**config.mk**
```make
export PLATFORM = sky130hd
export DESIGN_NAME = icc_i2c_control_channel_config
export DESIGN_NICKNAME = d
export VERILOG_FILES = /design/src/pkg/icc_pkg.sv /design/src/pkg/icc_wdog_if.sv /design/src/rtl/icc_i2c_watchdog.sv /design/src/rtl/icc_i2c_control_channel_config.sv
export SDC_FILE = /design/constraint.sdc
export NUM_CORES = 1
export LEC_CHECK = 0
export BUFFER_PORTS_ARGS = -buffer_cell sky130_fd_sc_hd__buf_2
export CAP_MARGIN = 20
export CORE_UTILIZATION = 53
export CTS_CLUSTER_DIAMETER = 200
export DETAILED_ROUTE_END_ITERATION = 6
export PLACE_DENSITY = 0.77
export SYNTH_ARGS = -nofsm -noshare
export SYNTH_HDL_FRONTEND = slang
export SYNTH_HIERARCHICAL = 1
export SYNTH_SLANG_ARGS = --single-unit
```
**constraint.sdc**
```tcl
create_clock -name core_clk -period 2.3 [get_ports core_clk]
set_input_delay 0.345 -clock core_clk [delete_from_list [all_inputs] [get_ports core_clk]]
set_output_delay 0.345 -clock core_clk [all_outputs]
set_load 0.05 [all_outputs]
```
**src/pkg/icc_pkg.sv**
```systemverilog
// Package of register map, field layout, reset values and timing for the I2C control block
package icc_pkg;

   // Register offsets on the local register port
   localparam logic [7:0] REG_I2C_CONTROL_ADDR    = 8'h05;
   localparam logic [7:0] REG_REMOTE_DES_ADDR     = 8'h06;

   // Reset values
   localparam logic [7:0] I2C_CONTROL_RST         = 8'h00;
   localparam logic [7:0] REMOTE_DES_ADDR_RST     = 8'h00;

   // Field positions of i2c_control
   localparam int unsigned CTL_SDA_DLY_LSB        = 3;
   localparam int unsigned CTL_SDA_DLY_W          = 2;
   localparam int unsigned CTL_WR_DIS_BIT         = 2;
   localparam int unsigned CTL_SPEEDUP_BIT        = 1;
   localparam int unsigned CTL_WD_DIS_BIT         = 0;

   // Field positions of remote_deserializer_address
   localparam int unsigned RDA_ADDR_LSB           = 1;
   localparam int unsigned RDA_ADDR_W             = 7;
   localparam int unsigned RDA_HOLD_BIT           = 0;

   // Clock
   localparam int unsigned CLK_PERIOD_NS          = 5;

   // SDA output delay after SCL falls: base plus steps
   localparam int unsigned SDA_BASE_NS            = 240;
   localparam int unsigned SDA_STEP_NS            = 40;
   localparam int unsigned SDA_BASE_CYC           = (SDA_BASE_NS + CLK_PERIOD_NS - 1) / CLK_PERIOD_NS;
   localparam int unsigned SDA_STEP_CYC           = (SDA_STEP_NS + CLK_PERIOD_NS - 1) / CLK_PERIOD_NS;
   localparam int unsigned SDA_CNT_W              = 7;

   // Bus watchdog timeouts
   localparam int unsigned WDOG_LONG_NS           = 1_000_000_000;
   localparam int unsigned WDOG_SHORT_NS          = 50_000;
   localparam int unsigned WDOG_LONG_CYC          = WDOG_LONG_NS / CLK_PERIOD_NS;
   localparam int unsigned WDOG_SHORT_CYC         = WDOG_SHORT_NS / CLK_PERIOD_NS;
   localparam int unsigned WDOG_CNT_W             = 28;

   // Bus recovery clocking: half period of each SCL pulse, and pulse count
   localparam int unsigned RECOV_HALF_NS          = 5_000;
   localparam int unsigned RECOV_HALF_CYC         = RECOV_HALF_NS / CLK_PERIOD_NS;
   localparam int unsigned RECOV_DIV_W            = 10;
   localparam logic [3:0]  RECOV_PULSES           = 4'h9;

   // Cycles from SCL falling to SDA update for a delay code
   function automatic logic [SDA_CNT_W-1:0] icc_sda_delay_cycles(
      input logic [CTL_SDA_DLY_W-1:0] code);
      icc_sda_delay_cycles = SDA_CNT_W'(SDA_BASE_CYC + SDA_STEP_CYC * int'(code));
   endfunction : icc_sda_delay_cycles

endpackage : icc_pkg

```
**src/pkg/icc_wdog_if.sv**
```systemverilog
// Interface between the configuration block and its bus watchdog
`timescale 1ns/1ps
`default_nettype none
interface icc_wdog_if;
   logic speedup;     // Short timeout selected
   logic wd_off;      // Watchdog switched off
   logic scl_in;      // Sampled SCL level
   logic sda_in;      // Sampled SDA level
   logic bus_free;    // Bus judged free after idle with SDA high
   logic recovering;  // Recovery clocking in progress
   logic scl_oe_n;    // Low while SCL is pulled low

   modport ctl (output speedup, wd_off, scl_in, sda_in, input bus_free, recovering, scl_oe_n);
   modport wdog (input speedup, wd_off, scl_in, sda_in, output bus_free, recovering, scl_oe_n);
endinterface : icc_wdog_if
`default_nettype wire

```
**src/rtl/icc_i2c_watchdog.sv**
```systemverilog
// I2C bus watchdog with idle detection and nine-pulse bus recovery
`timescale 1ns/1ps
`default_nettype none
module icc_i2c_watchdog
   import icc_pkg::*;
#(
   parameter int unsigned LONG_CYCLES  = WDOG_LONG_CYC,
   parameter int unsigned SHORT_CYCLES = WDOG_SHORT_CYC
) (
   input  wire logic core_clk,
   input  wire logic rst,
   icc_wdog_if.wdog  wif
);

   // Whole state of the watchdog
   typedef struct packed {
      logic [WDOG_CNT_W-1:0]  cnt;       // Idle cycles seen
      logic                   scl_prev;  // SCL one cycle ago
      logic                   sda_prev;  // SDA one cycle ago
      logic                   free;      // Bus judged free
      logic                   recov;     // Recovery running
      logic [3:0]             pulses;    // Recovery pulses completed
      logic [RECOV_DIV_W-1:0] div;       // Half-period divider
      logic                   scl_oe_n;  // SCL pull-down, low active
   } icc_wdog_state_t;

   icc_wdog_state_t s_q;  // Registered state
   icc_wdog_state_t s_d;  // Next state

   logic                  activity;  // Any edge on SCL or SDA
   logic [WDOG_CNT_W-1:0] limit;     // Last count before expiry

   // Next state
   always_comb begin
      s_d          = s_q;
      s_d.scl_prev = wif.scl_in;
      s_d.sda_prev = wif.sda_in;
      activity     = (wif.scl_in != s_q.scl_prev) || (wif.sda_in != s_q.sda_prev);
      limit        = wif.speedup ? WDOG_CNT_W'(SHORT_CYCLES - 1)
                                 : WDOG_CNT_W'(LONG_CYCLES - 1);
      if (wif.wd_off) begin
         // Switched off: no count, no verdict, bus released
         s_d.cnt      = '0;
         s_d.free     = 1'b0;
         s_d.recov    = 1'b0;
         s_d.scl_oe_n = 1'b1;
      end else if (s_q.recov) begin
         // Our own SCL edges are not counted as activity here
         if (s_q.div == '0) begin
            s_d.div      = RECOV_DIV_W'(RECOV_HALF_CYC - 1);
            s_d.scl_oe_n = ~s_q.scl_oe_n;
            if (!s_q.scl_oe_n) begin
               // A release ends one pulse
               if (s_q.pulses == RECOV_PULSES - 4'h1) begin
                  s_d.recov  = 1'b0;
                  s_d.pulses = '0;
                  s_d.cnt    = '0;
               end else begin
                  s_d.pulses = s_q.pulses + 4'h1;
               end
            end
         end else begin
            s_d.div = s_q.div - RECOV_DIV_W'(1);
         end
      end else if (activity) begin
         // Any bus edge restarts the timeout
         s_d.cnt  = '0;
         s_d.free = 1'b0;
      end else if (s_q.cnt >= limit) begin
         s_d.cnt = '0;
         if (wif.sda_in) begin
            s_d.free = 1'b1;
         end else begin
            // SDA stuck low: clock the bus free
            s_d.recov    = 1'b1;
            s_d.scl_oe_n = 1'b0;
            s_d.pulses   = '0;
            s_d.div      = RECOV_DIV_W'(RECOV_HALF_CYC - 1);
         end
      end else begin
         s_d.cnt = s_q.cnt + WDOG_CNT_W'(1);
      end
   end

   // State register
   always_ff @(posedge core_clk) begin
      if (rst) begin
         s_q          <= '0;
         s_q.scl_prev <= 1'b1;
         s_q.sda_prev <= 1'b1;
         s_q.scl_oe_n <= 1'b1;
      end else begin
         s_q <= s_d;
      end
   end

   // Results back to the configuration block
   assign wif.bus_free   = s_q.free;
   assign wif.recovering = s_q.recov;
   assign wif.scl_oe_n   = s_q.scl_oe_n;

endmodule : icc_i2c_watchdog
`default_nettype wire

```
**src/rtl/icc_i2c_control_channel_config.sv**
```systemverilog
// Local I2C control settings: SDA delay, write blocking, watchdog, remote address
//
// Overview of operation
// - SDA output delayed 240 to 360 ns
// - Local write disable rejects remote register writes
// - Remote access to local slaves stays allowed
// - Watchdog timeout 1 s, or 50 us sped up
// - Watchdog disable bit turns watchdog off
// - Idle with SDA high means bus free
// - Idle with SDA low: nine SCL pulses
// - Seven-bit remote address; zero blocks access
// - Address auto-loaded after receiver lock
// - Hold bit stops auto-loading
// - Port select maps address to second port
`timescale 1ns/1ps
`default_nettype none
module icc_i2c_control_channel_config
   import icc_pkg::*;
#(
   parameter int unsigned WDOG_LONG_CYCLES  = WDOG_LONG_CYC,
   parameter int unsigned WDOG_SHORT_CYCLES = WDOG_SHORT_CYC
) (
   input  wire logic       core_clk,
   input  wire logic       rst,
   input  wire logic [7:0] reg_addr,
   input  wire logic [7:0] reg_wdata,
   input  wire logic       reg_wr,
   input  wire logic       reg_rd,
   input  wire logic       reg_remote,
   input  wire logic       second_port_select,
   input  wire logic [1:0] rx_lock,
   input  wire logic       auto_addr_valid,
   input  wire logic       auto_addr_port,
   input  wire logic [6:0] auto_addr,
   input  wire logic       sda_tx_data,
   input  wire logic       scl_i,
   input  wire logic       sda_i,
   output logic            scl_o,
   output logic            scl_oe_n,
   output logic            sda_o,
   output logic            sda_oe_n,
   output logic [7:0]      reg_rdata,
   output logic            reg_rdata_valid,
   output logic            reg_wr_rejected,
   output logic [6:0]      remote_addr_port0,
   output logic [6:0]      remote_addr_port1,
   output logic [1:0]      remote_access_enable,
   output logic            bus_free,
   output logic            bus_recovering
);

   // Refuse watchdog counts that the counter cannot hold
   if (WDOG_LONG_CYCLES >= (1 << WDOG_CNT_W) || WDOG_SHORT_CYCLES < 2 ||
       WDOG_SHORT_CYCLES > WDOG_LONG_CYCLES) begin : g_bad_wdog
      $error("Watchdog cycle counts out of range");
   end

   // Whole state of the block
   typedef struct packed {
      logic [CTL_SDA_DLY_W-1:0]       sda_dly;   // SDA delay code
      logic                           wr_dis;    // Remote local-write disable
      logic                           speedup;   // Short watchdog timeout
      logic                           wd_off;    // Watchdog disabled
      logic [1:0][RDA_ADDR_W-1:0]     addr;      // Remote address per port
      logic [1:0]                     hold;      // Hold bit per port
      logic [1:0]                     acc_en;    // Remote access allowed per port
      logic [7:0]                     rdata;     // Read data
      logic                           rvalid;    // Read data strobe
      logic                           rej;       // Rejected-write strobe
      logic [SDA_CNT_W-1:0]           sda_cnt;   // Delay countdown
      logic                           sda_pend;  // SDA update pending
      logic                           sda_oe_n;  // SDA pull-down, low active
      logic                           scl_prev;  // SCL one cycle ago
      logic                           drv_lvl;   // Level driven when enabled
   } icc_state_t;

   icc_state_t s_q;  // Registered state
   icc_state_t s_d;  // Next state

   logic psel;       // Port that register 0x06 refers to
   logic local_hit;  // Access targets a register of this block
   logic scl_fall;   // SCL seen going low

   icc_wdog_if wif ();  // Link to the watchdog

   // Watchdog instance
   icc_i2c_watchdog #(
      .LONG_CYCLES  (WDOG_LONG_CYCLES),
      .SHORT_CYCLES (WDOG_SHORT_CYCLES)
   ) u_wdog (
      .core_clk (core_clk),
      .rst      (rst),
      .wif      (wif)
   );

   // Settings and sampled pins towards the watchdog
   assign wif.speedup = s_q.speedup;
   assign wif.wd_off  = s_q.wd_off;
   assign wif.scl_in  = scl_i;
   assign wif.sda_in  = sda_i;

   // Register read mux
   function automatic logic [7:0] read_reg(input icc_state_t s, input logic [7:0] a,
                                           input logic p);
      read_reg = 8'h00;
      if (a == REG_I2C_CONTROL_ADDR) begin
         // Reserved upper bits read as zero
         read_reg[CTL_SDA_DLY_LSB +: CTL_SDA_DLY_W] = s.sda_dly;
         read_reg[CTL_WR_DIS_BIT]                   = s.wr_dis;
         read_reg[CTL_SPEEDUP_BIT]                  = s.speedup;
         read_reg[CTL_WD_DIS_BIT]                   = s.wd_off;
      end else if (a == REG_REMOTE_DES_ADDR) begin
         read_reg[RDA_ADDR_LSB +: RDA_ADDR_W] = s.addr[p];
         read_reg[RDA_HOLD_BIT]               = s.hold[p];
      end
   endfunction : read_reg

   // Next state
   always_comb begin
      s_d        = s_q;
      s_d.rvalid = 1'b0;
      s_d.rej    = 1'b0;
      psel       = second_port_select;
      local_hit  = (reg_addr == REG_I2C_CONTROL_ADDR) || (reg_addr == REG_REMOTE_DES_ADDR);
      scl_fall   = s_q.scl_prev && !scl_i;
      s_d.scl_prev = scl_i;

      // Auto-load from the control channel once the receiver is locked
      for (int p = 0; p < 2; p++) begin
         if (auto_addr_valid && (auto_addr_port == p[0]) && rx_lock[p]) begin
            if (!s_q.hold[p]) begin
               s_d.addr[p] = auto_addr;
            end
         end
      end

      // Register writes; a software write wins over a same-cycle auto-load
      if (reg_wr && local_hit) begin
         if (reg_remote && s_q.wr_dis) begin
            // Only this register space is guarded; pass-through traffic to
            // slaves on this side never arrives on this port
            s_d.rej = 1'b1;
         end else if (reg_addr == REG_I2C_CONTROL_ADDR) begin
            s_d.sda_dly = reg_wdata[CTL_SDA_DLY_LSB +: CTL_SDA_DLY_W];
            s_d.wr_dis  = reg_wdata[CTL_WR_DIS_BIT];
            s_d.speedup = reg_wdata[CTL_SPEEDUP_BIT];
            s_d.wd_off  = reg_wdata[CTL_WD_DIS_BIT];
         end else begin
            s_d.addr[psel] = reg_wdata[RDA_ADDR_LSB +: RDA_ADDR_W];
            s_d.hold[psel] = reg_wdata[RDA_HOLD_BIT];
         end
      end

      // Zero address blocks remote access on that port
      for (int p = 0; p < 2; p++) begin
         s_d.acc_en[p] = (s_d.addr[p] != '0);
      end

      // Register reads answer one cycle later
      if (reg_rd) begin
         s_d.rvalid = 1'b1;
         s_d.rdata  = read_reg(s_q, reg_addr, psel);
      end

      // SDA output follows the engine level only after the set delay from SCL low
      if (scl_fall) begin
         s_d.sda_cnt  = icc_sda_delay_cycles(s_q.sda_dly);
         s_d.sda_pend = 1'b1;
      end else if (s_q.sda_pend) begin
         if (s_q.sda_cnt == SDA_CNT_W'(1)) begin
            s_d.sda_oe_n = sda_tx_data;
            s_d.sda_pend = 1'b0;
         end else begin
            s_d.sda_cnt = s_q.sda_cnt - SDA_CNT_W'(1);
         end
      end
   end

   // State register
   always_ff @(posedge core_clk) begin
      if (rst) begin
         s_q          <= '0;
         s_q.sda_dly  <= I2C_CONTROL_RST[CTL_SDA_DLY_LSB +: CTL_SDA_DLY_W];
         s_q.wr_dis   <= I2C_CONTROL_RST[CTL_WR_DIS_BIT];
         s_q.speedup  <= I2C_CONTROL_RST[CTL_SPEEDUP_BIT];
         s_q.wd_off   <= I2C_CONTROL_RST[CTL_WD_DIS_BIT];
         s_q.addr[0]  <= REMOTE_DES_ADDR_RST[RDA_ADDR_LSB +: RDA_ADDR_W];
         s_q.addr[1]  <= REMOTE_DES_ADDR_RST[RDA_ADDR_LSB +: RDA_ADDR_W];
         s_q.hold     <= {2{REMOTE_DES_ADDR_RST[RDA_HOLD_BIT]}};
         s_q.sda_oe_n <= 1'b1;
         s_q.scl_prev <= 1'b1;
      end else begin
         s_q <= s_d;
      end
   end

   // Outputs, all from flip-flops; pins are open drain so driven level is low
   assign scl_o                = s_q.drv_lvl;
   assign scl_oe_n             = wif.scl_oe_n;
   assign sda_o                = s_q.drv_lvl;
   assign sda_oe_n             = s_q.sda_oe_n;
   assign reg_rdata            = s_q.rdata;
   assign reg_rdata_valid      = s_q.rvalid;
   assign reg_wr_rejected      = s_q.rej;
   assign remote_addr_port0    = s_q.addr[0];
   assign remote_addr_port1    = s_q.addr[1];
   assign remote_access_enable = s_q.acc_en;
   assign bus_free             = wif.bus_free;
   assign bus_recovering       = wif.recovering;

endmodule : icc_i2c_control_channel_config
`default_nettype wire

```
==> results.sh, run 1 <==
export IMPL_outcome="complete, but fails checks"
export IMPL_violations="negative setup slack"
export IMPL_synth_cells=620
export IMPL_multi_input_area_sq_um=3400
export IMPL_ys_ff_latch=90
export IMPL_synth_top_cell_by_area="dfxtp_1"
export IMPL_place_hpwl_microns=9196
export IMPL_core_area_sq_um=9371
export IMPL_routedWlPerCell_microns=17.23
export IMPL_cp_max_fo=6
export IMPL_drv_slew=0
export IMPL_finalClockSkew_ns=0.007758
export IMPL_max_cap_viol_count=0
export IMPL_cts_buffers=9
export IMPL_antenna_found_initial=0
export IMPL_arrival_ns=2.69
export IMPL_setup_viol=32
export IMPL_crit_path_max_incr_delay_ns=0.37
export IMPL_critical_path_required_ns=2.52
export IMPL_rows=35
export IMPL_busiest_layer="met2"
export IMPL_n_fill_cell=756
export IMPL_drt_iter0_drc=317
export IMPL_fin_crit_ns=2.469
export IMPL_dr_pass1_iters=7
export IMPL_grt_use_met3_pct=4.279
export IMPL_ir_worst_vdd_mv=0.3674
export IMPL_io_pins=68
export IMPL_hold_class="in2reg"
export IMPL_async_flop_share_pct=0
export IMPL_avgSynthCellArea_sq_um=8.401
export IMPL_grt_pass1_wl_microns=20800
export IMPL_register_area_sq_um=1807
export IMPL_synth_edff_count=0
export IMPL_clock_sinks=90
export IMPL_cts_buffer_depth=2
export IMPL_post_layout_total_power_mw=3.229
export IMPL_chipWidth_microns=101.1
export IMPL_synth_area_top_cells="dfxtp_1, ha_1, mux2i_1"
export IMPL_dieArea_sq_um=10230
export IMPL_leakagePower_nw=2.591
export IMPL_worstSetupPathType="reg2reg"
export IMPL_fin_crit_sh_pct=107.4
export IMPL_start_kind="flip-flop"
export IMPL_end_kind="flip-flop"
export IMPL_holdBufCountCts=0
export IMPL_gr_usage_met1_pct=31.61
export IMPL_ys_flop_type="dfxtp_1"
export IMPL_ys_types=69
export IMPL_holdWs_ns=0.2085
export IMPL_dieHeight_microns=101.1
export IMPL_initial_core_util_pct=55.58
export IMPL_r2r_setup_slack_ns=-0.17
export IMPL_synth_top_area_share_pct=34.59
export IMPL_netlist_area_sq_um=5209
export IMPL_gr_total_overflow=0
export IMPL_cellPowerDensity_nw_per_um2=501.0
export IMPL_slew_headroom_pct=57.56
export IMPL_htreeDepth=3
export IMPL_grt_max_degree=33
export IMPL_num_vias=5047
export IMPL_area_growth_pct=23.73
export IMPL_fin_ws_ns=-0.1695
export IMPL_worstMarginPinSlew_ns=0.6350
export IMPL_routabilityCongestion=0.8975
export IMPL_post_route_drc_count=0
export IMPL_drive_gt1_share_pct=29.17
export IMPL_cts_tree="built"
export IMPL_root_buffer="clkbuf_8"
export IMPL_portBuffers=65
export IMPL_seq_area_frac_synth_pct=34.59
export IMPL_grtUsageMet2_pct=43.22
export IMPL_track_usage_pct=25.36
export IMPL_cp_cell_sequence="buf_12 > ha_4 > nand4b_1 > buf_4 > nor4_4 > o2111ai_2 > and3_1 > o311ai_1 > o211ai_1"
export IMPL_rsz0062_at_grt="yes"
export IMPL_clkTransAtPathRegs_ns=0.09
export IMPL_fmax_ghz=0.4049
export IMPL_place_inst=793
export IMPL_finalWirelength_microns=14210
export IMPL_vias_per_cell=6.118
export IMPL_grt_pass1_vias=4524
export IMPL_finalHoldViolations=0
export IMPL_num_nets_final=751
export IMPL_ant_nets=0
export IMPL_clk_latency_ns=0.35
export IMPL_synth_warning_count=6
export IMPL_fin_cells=825
export IMPL_diodes=0
export IMPL_cpMaxStageDelayCell="dfxtp_4"
==> cell usage after synthesis (all sizes together), types with 10 or more instances <==
library cell  count
mux2i            27
nor2             44
inv              25
o21ai            29
nand4            12
dfxtp            90
or3              21
buf              35
nor4             10
clkbuf           14
nand2b           12
nand2            50
nand3            29
a211oi           24
nor3             17
ha               24
a21oi            46
==> layout by cell type, fill, tap and decap left out, types with 11 or more instances in the layout <==
| cell type | netlist | final |
|---|---|---|
| nor3_1 | 17 | 14 |
| mux2i_1 | 27 | 27 |
| nand3_1 | 29 | 27 |
| a21oi_1 | 46 | 37 |
| or3_1 | 21 | 19 |
| nand2b_1 | 12 | 12 |
| buf_4 | 26 | 33 |
| clkbuf_8 | 0 | 12 |
| nand4_1 | 12 | 12 |
| o21ai_1 | 0 | 11 |
| ha_4 | 0 | 12 |
| dfxtp_1 | 90 | 88 |
| a211oi_1 | 17 | 16 |
| ha_1 | 24 | 12 |
| buf_2 | 2 | 65 |
| nand2_1 | 50 | 48 |
| o21ai_0 | 29 | 13 |
| nor2_1 | 43 | 43 |
| inv_1 | 25 | 24 |
==> final timing paths <==
path,start,end,cells after the start
worst max register to register,wif.speedup$_SDFFE_PP0P_,u_wdog/wif.scl_oe_n$_SDFFE_PP1P_,9
worst max-delay path,wif.speedup$_SDFFE_PP0P_,u_wdog/wif.scl_oe_n$_SDFFE_PP1P_,9
worst min-delay path,sda_i,u_wdog/s_q[17]$_SDFF_PP1_,2
worst min register to register,u_wdog/s_q[1]$_SDFFE_PP0P_,u_wdog/s_q[1]$_SDFFE_PP0P_,1
==> where the power goes <==
part           switching (mW)  leakage [nW]  internal, mW
clock                   0.570         0.120         0.707
sequential             0.0246         0.731          1.59
combinational           0.207          1.74         0.134
==> sequential cells by signal (all words and copies together) (netlist names), named ones only <==
signal                 flops
wif.speedup                1
s_q                       12
u_wdog/wif.bus_free        1
reg_wr_rejected            1
u_wdog/s_q                44
remote_access_enable       2
remote_addr_port1          7
wif.wd_off                 1
reg_rdata                  8
u_wdog/wif.recovering      1
reg_rdata_valid            1
u_wdog/wif.scl_oe_n        1
sda_oe_n                   1
remote_addr_port0          7
==> cell type report <==
class,instances,area share [%]
multi-input combinational,457,52.75
sequential,90,28.03
timing repair buffer,108,11.53
clock buffer,13,2.621
tap,129,2.504
inverter,25,1.495
clock inverter,3,1.068
==> through the flow <==
stage / worst slack, ns / TNS [ns] / instance area (sq um) / util (%)
6_report: -0.1695 / -1.795 / 6445 / 68.77
5_1_grt: -0.3004 / -5.773 / 6445 / 68.77
2_1_floorplan: 0.05689 / 0 / 5216 / -
3_3_place_gp: -0.1030 / -0.4897 / 5628 / 60.05
3_5_place_dp: -0.1831 / -2.112 / 5628 / 60.05
4_1_cts: -0.04604 / -0.3456 / 5942 / 63.40
==> metal layers <==
| metal | part of all wire [%] | vias up | wire length [microns] |
|---|---|---|---|
| met1 | 40 | 2386 | 5735 |
| met5 | 0 | - | 0 |
| met2 | 50 | 205 | 7085 |
| met4 | 3.4 | 0 | 482 |
| li1 | - | 2400 | - |
| met3 | 6.4 | 56 | 910 |
==> repair_timing <==
item | CTS | global route
pin swaps | 2 | 48
endpoints found under the hold margin | 0 | 0
setup endpoints to repair | 30 | 35
gates cloned | 0 | 3
buffers inserted | 2 | 11
gates resized for setup | 11 | 80
==> worst max-delay path, delay by kind of cell, from the launching register on <==
family / cells / cell delay [ns]
compound gates: 3 / 0.70
simple gates: 3 / 0.69
flops: 1 / 0.37
buf+inv: 2 / 0.31
fa+ha+maj: 1 / 0.26
==> logic make-up after synthesis <==
family	share of synthesized area, %
DFF	34.59
and+or+nand+nor	25.20
muxes	5.837
xor gates and xnor gates	1.177
adders and majority gates	5.765
buffers and inverters	7.855
AOI/OAI and AO/OA	19.51
other	0.07199
No activity file was read; power rests on OpenSTA's default activity.
==> run 2, diff against run 1 <==
BUFFER_PORTS_ARGS = -buffer_cell sky130_fd_sc_hd__buf_4   (was -buffer_cell sky130_fd_sc_hd__buf_2)
==> run 2 against run 1 <==
The run still ends with negative setup slack left. Highest routed layer unchanged. Maximum frequency up 4.6%. Largest power group unchanged. Via count fell by 0.46%. Power down 5.6%. Hold slack got worse by 0.024 ns. Design area is 1.1% lower. Non-clock buffer count fell by 12.
==> results.sh, run 2 (same netlist as run 1, synthesis figures left out) <==
export IMPL_outcome="complete, but fails checks"
export IMPL_violations="negative setup slack"
export IMPL_busiest_layer="met2"
export IMPL_pwr_share_seq_pct=52.9
export IMPL_grt_max_degree=56
export IMPL_drv_slew=0
export IMPL_ir_worst_vdd_mv=0.3623
export IMPL_start_kind="flip-flop"
export IMPL_slew_headroom_pct=57.54
export IMPL_cts_buffers=9
export IMPL_io_pins=68
export IMPL_root_buffer="clkbuf_8"
export IMPL_cts_buffer_depth=2
export IMPL_holdBufCountCts=0
export IMPL_arrival_ns=2.66
export IMPL_portBuffers=65
export IMPL_critical_path_required_ns=2.60
export IMPL_p_int_mw=2.227
export IMPL_cts_tree="built"
export IMPL_antenna_found_initial=0
export IMPL_fin_util_pct=68.04
export IMPL_dieArea_sq_um=10230
export IMPL_core_area_sq_um=9371
export IMPL_cellPowerDensity_nw_per_um2=478.3
export IMPL_p_switching_mw=0.8224
export IMPL_drive_gt1_share_pct=26.90
export IMPL_num_nets_final=739
export IMPL_post_route_drc_count=0
export IMPL_grtUsageMet2_pct=41.29
export IMPL_place_hpwl_microns=9012
export IMPL_clk_latency_ns=0.37
export IMPL_pwr_share_comb_pct=11.7
export IMPL_ant_nets=0
export IMPL_clkTransAtPathRegs_ns=0.09
export IMPL_htreeDepth=3
export IMPL_mostFrequentLayoutCells="dfxtp_1, buf_4, nand2_1, nor2_1, a21oi_1"
export IMPL_clockPowerShare_pct=35.5
export IMPL_holdWs_ns=0.1846
export IMPL_drt_iter0_drc=277
export IMPL_max_cap_viol_count=0
export IMPL_p_sw_share_pct=26.97
export IMPL_finalHoldViolations=0
export IMPL_worstMarginPinSlew_ns=0.6352
export IMPL_grt_pass1_vias=4514
export IMPL_setup_viol=16
export IMPL_multi_input_area_sq_um=3306
export IMPL_rows=35
export IMPL_num_vias=5024
export IMPL_chipWidth_microns=101.1
export IMPL_max_flop_register="u_wdog/s_q"
export IMPL_cp_max_fo=6
export IMPL_largest_register_ffs=44
export IMPL_mostFrequentLayoutCell="dfxtp_1"
export IMPL_hold_class="in2reg"
export IMPL_vias_per_cell=6.180
export IMPL_clock_sinks=90
export IMPL_fin_crit_ns=2.360
export IMPL_fmax_ghz=0.4238
export IMPL_end_kind="flip-flop"
export IMPL_finalClockSkew_ns=0.01148
export IMPL_n_fill_cell=739
export IMPL_initial_core_util_pct=55.58
export IMPL_dieHeight_microns=101.1
export IMPL_leakagePower_nw=2.521
export IMPL_worstSetupPathType="reg2reg"
export IMPL_gr_total_overflow=0
export IMPL_routedWlPerCell_microns=16.75
export IMPL_routabilityCongestion=0.8690
export IMPL_gr_usage_met1_pct=33.53
export IMPL_finalWirelength_microns=13620
export IMPL_area_growth_pct=22.41
export IMPL_fin_ws_ns=-0.05981
export IMPL_dr_pass1_iters=5
export IMPL_rsz0062_at_grt="yes"
export IMPL_diodes=0
export IMPL_track_usage_pct=25.49
export IMPL_register_area_sq_um=1805
export IMPL_grt_use_met3_pct=5.107
export IMPL_grt_pass1_wl_microns=20860
export IMPL_fin_crit_sh_pct=102.6
## run 2: path summary, 6_finish.rpt
kind	end	depth (start not counted)	slack, ns	from
setup / recovery	u_wdog/s_q[7]$_SDFFE_PP0P_	8	-0.06	wif.speedup$_SDFFE_PP0P_
setup reg to reg	u_wdog/s_q[7]$_SDFFE_PP0P_	8	-0.06	wif.speedup$_SDFFE_PP0P_
hold / removal	u_wdog/s_q[17]$_SDFF_PP1_	2	0.18	sda_i
hold reg to reg	sda_oe_n$_SDFFE_PP1P_	1	0.47	sda_oe_n$_SDFFE_PP1P_
## run 2: cell type report
| cell class | instances | share of cell area, % |
|---|---|---|
| Inverter | 25 | 1.472 |
| Multi-Input combinational cell | 457 | 51.84 |
| Timing Repair Buffer | 96 | 12.74 |
| Sequential cell | 90 | 28.32 |
| Clock buffer | 11 | 2.551 |
| Tap cell | 129 | 2.531 |
| Clock inverter | 5 | 0.5495 |
## run 2: worst max-delay path, stage by stage, from the launching register on
cell	delay (ns)
dfxtp_4	0.39
buf_6	0.15
ha_4	0.26
nand4b_1	0.19
nor4_4	0.37
o2111a_2	0.31
o31ai_4	0.10
or3_4	0.39
a21oi_2	0.12
## run 2: per-layer routing
layer | vias up | wire length [microns]
li1 | 2393 | -
met1 | 2388 | 5718
met2 | 212 | 6776
met3 | 31 | 822
met4 | 0 | 299
met5 | - | 0
## run 2: power by group through the flow
stage | Combinational, mW | Clock (mW) | Sequential, mW
4_1_cts | 0.333 | 1.10 | 1.61
3_5_place_dp | 0.331 | 0 | 1.65
2_1_floorplan | 0.219 | 0 | 1.64
6_report | 0.355 | 1.08 | 1.61
3_3_place_gp | 0.322 | 0 | 1.65
5_1_grt | 0.380 | 1.18 | 1.62
## run 2: through the flow
step / instances / TNS (ns) / setup WS (ns) / power (mW) / area [sq um]
2_1_floorplan: 621 / 0 / 0.05689 / 1.863 / 5216
3_5_place_dp: 789 / -0.04445 / -0.01963 / 1.979 / 5773
5_1_grt: 813 / -2.700 / -0.1519 / 3.174 / 6376
6_report: 813 / -0.4934 / -0.05981 / 3.050 / 6376
3_3_place_gp: 789 / 0 / 0.06328 / 1.969 / 5773
4_1_cts: 807 / -0.03464 / -0.02501 / 3.048 / 6011
## run 2: repair_timing
action                                  in CTS  in global routing
cloned                                       0                  3
pin swaps                                    6                 18
endpoints found under the setup margin      16                 43
gates resized for setup                      8                 62
setup buffers                                2                  3
==> run 3, diff against run 2 <==
CORE_UTILIZATION = 55   (was 53)
PLACE_DENSITY = 0.76   (was 0.77)
clock period = 2.5 ns   (was 2.3 ns; I/O delays follow)
==> run 3 against run 2 <==
The flow now finishes without violations. Sequential power is 8% lower. Count of clock-buffer cells in the layout is 1 lower. Register-to-register slack better by 0.15 ns. Global-route usage is 0.60 points lower. Power is 2.6% lower. Largest power group unchanged.
==> results.sh, run 3 (same netlist as run 1, synthesis figures left out) <==
export IMPL_cts_buffers=9
export IMPL_ir_worst_vdd_mv=0.3254
export IMPL_dieHeight_microns=99.32
export IMPL_start_kind="flip-flop"
export IMPL_worstMarginPinSlew_ns=0.6649
export IMPL_finalHoldViolations=0
export IMPL_leakagePower_nw=2.427
export IMPL_drt_iter0_drc=240
export IMPL_mostFrequentLayoutCell="dfxtp_1"
export IMPL_mostFrequentLayoutCells="dfxtp_1, buf_4, nand2_1, a21oi_1, nor2_1"
export IMPL_drive_gt1_share_pct=19.22
export IMPL_core_area_sq_um=9196
export IMPL_end_kind="flip-flop"
export IMPL_n_fill_cell=749
export IMPL_pwr_share_seq_pct=50.0
export IMPL_dieArea_sq_um=9863
export IMPL_clock_sinks=90
export IMPL_fin_crit_ns=2.410
export IMPL_area_growth_pct=15.04
export IMPL_root_buffer="clkbuf_8"
export IMPL_grt_max_degree=39
export IMPL_grt_pass1_vias=4446
export IMPL_dr_pass1_iters=4
export IMPL_gr_total_overflow=0
export IMPL_cts_tree="built"
export IMPL_arrival_ns=2.69
export IMPL_vias_per_cell=6.130
export IMPL_chipWidth_microns=99.32
export IMPL_pwr_share_comb_pct=10.3
export IMPL_cellPowerDensity_nw_per_um2=495.8
export IMPL_top_layer="met4"
export IMPL_place_inst=760
export IMPL_final_area_sq_um=5992
export IMPL_max_cap_viol_count=0
export IMPL_hold_class="in2reg"
export IMPL_grt_pass1_wl_microns=20130
export IMPL_p_sw_share_pct=24.31
export IMPL_rsz0062_at_grt="yes"
export IMPL_htreeDepth=3
export IMPL_routabilityCongestion=0.8939
export IMPL_fin_cells=777
export IMPL_clockPowerShare_pct=39.7
export IMPL_ant_nets=0
export IMPL_clkTransAtPathRegs_ns=0.09
export IMPL_diodes=0
export IMPL_wl_met1_microns=5412
export IMPL_initial_core_util_pct=56.64
export IMPL_finalWirelength_microns=12290
export IMPL_rows=35
export IMPL_slew_headroom_pct=55.58
export IMPL_worstSetupPathType="reg2reg"
export IMPL_cp_max_fo=16
export IMPL_fmax_ghz=0.4150
export IMPL_io_pins=68
export IMPL_timing_setup_tns_ns=0
export IMPL_clk_latency_ns=0.36
export IMPL_place_hpwl_microns=8599
export IMPL_hp_start="sda_i"
export IMPL_finalClockSkew_ns=0.01345
export IMPL_wl_met2_microns=5934
export IMPL_num_vias=4763
export IMPL_max_flop_register="u_wdog/s_q"
export IMPL_setup_viol=0
export IMPL_fin_crit_sh_pct=96.38
export IMPL_outcome="finished clean"
export IMPL_r2r_start="wif.speedup$_SDFFE_PP0P_"
export IMPL_antenna_found_initial=0
export IMPL_largest_register_ffs=44
export IMPL_portBuffers=65
export IMPL_critical_path_required_ns=2.78
export IMPL_worstSetupStartpoint="wif.speedup$_SDFFE_PP0P_"
export IMPL_drv_slew=0
export IMPL_num_nets_final=722
export IMPL_met3WireLength_microns=749
export IMPL_routedWlPerCell_microns=15.82
export IMPL_dpl_cell_area_sq_um=5652
export IMPL_holdBufCountCts=0
export IMPL_p_switching_mw=0.7223
export IMPL_track_usage_pct=24.89
export IMPL_cts_buffer_depth=2
export IMPL_post_route_drc_count=0
export IMPL_p_int_mw=2.249
## run 3: changes by cell type in the layout (fill, tap and decap cells not counted), sizes merged
cell / previous run / this run
clkinvlp: 1 / 0
bufinv: 0 / 3
clkinv: 3 / 2
inv: 26 / 25
buf: 94 / 78
clkbuf: 13 / 11
## run 3: area by class of cell
cell class	instances	area (sq um)	area share, %
Clock inverter	5	103.9	1.733
Tap cell	111	138.9	2.318
Inverter	25	93.84	1.566
Timing Repair Buffer	79	635.6	10.61
Clock buffer	10	127.6	2.130
Multi-Input combinational cell	457	3089	51.56
Sequential cell	90	1803	30.09
## run 3: critical path: stages, from the launching register on
cell and delay (ns):
dfxtp_2 0.37, buf_12 0.15, inv_1 0.08, ha_1 0.30, a21o_1 0.19, a211o_1 0.32, o2111ai_2 0.09, nand4_1 0.12
buf_4 0.17, buf_12 0.14, or3_1 0.34, o21ai_0 0.08
## run 3: stage by stage
stage	power, mW	setup slack, ns	utilization (%)	hold slack (ns)
floorplan	1.715	0.008397	-	0.4443
global placement	1.808	0.03632	61.46	0.4512
detailed placement	1.815	-0.03262	61.46	0.4629
CTS	2.976	0.07578	64.08	0.2104
global route	3.067	-0.06974	65.16	0.2211
finish	2.971	0.09044	65.16	0.2132
## run 3: power groups by stage
stage	clock (mW)	combinational [mW]	sequential (mW)
2_1_floorplan	0	0.201	1.51
3_3_place_gp	0	0.292	1.52
3_5_place_dp	0	0.297	1.52
4_1_cts	1.19	0.299	1.48
5_1_grt	1.25	0.330	1.49
6_report	1.18	0.307	1.48
## run 3: worst paths after layout
check / cells after the start / slack (ns) / endpoint
max: 11 / 0.09 / u_wdog/s_q[46]$_SDFFE_PP0P_
min: 2 / 0.21 / u_wdog/s_q[17]$_SDFF_PP1_
max reg2reg: 11 / 0.09 / u_wdog/s_q[46]$_SDFFE_PP0P_
min reg2reg: 1 / 0.48 / sda_oe_n$_SDFFE_PP1P_
## run 3: timing repair
item	CTS	global route
resized for setup	3	11
pin swaps	0	6
cloned	0	1
endpoints found under the setup margin	6	25
setup buffers	0	1
## run 3: layer usage
metal  up-vias  GRT usage (%)
met5         -              0
met4         0          7.919
met3        18          6.254
met2       144          41.40
met1      2264          31.68
li1       2337              -
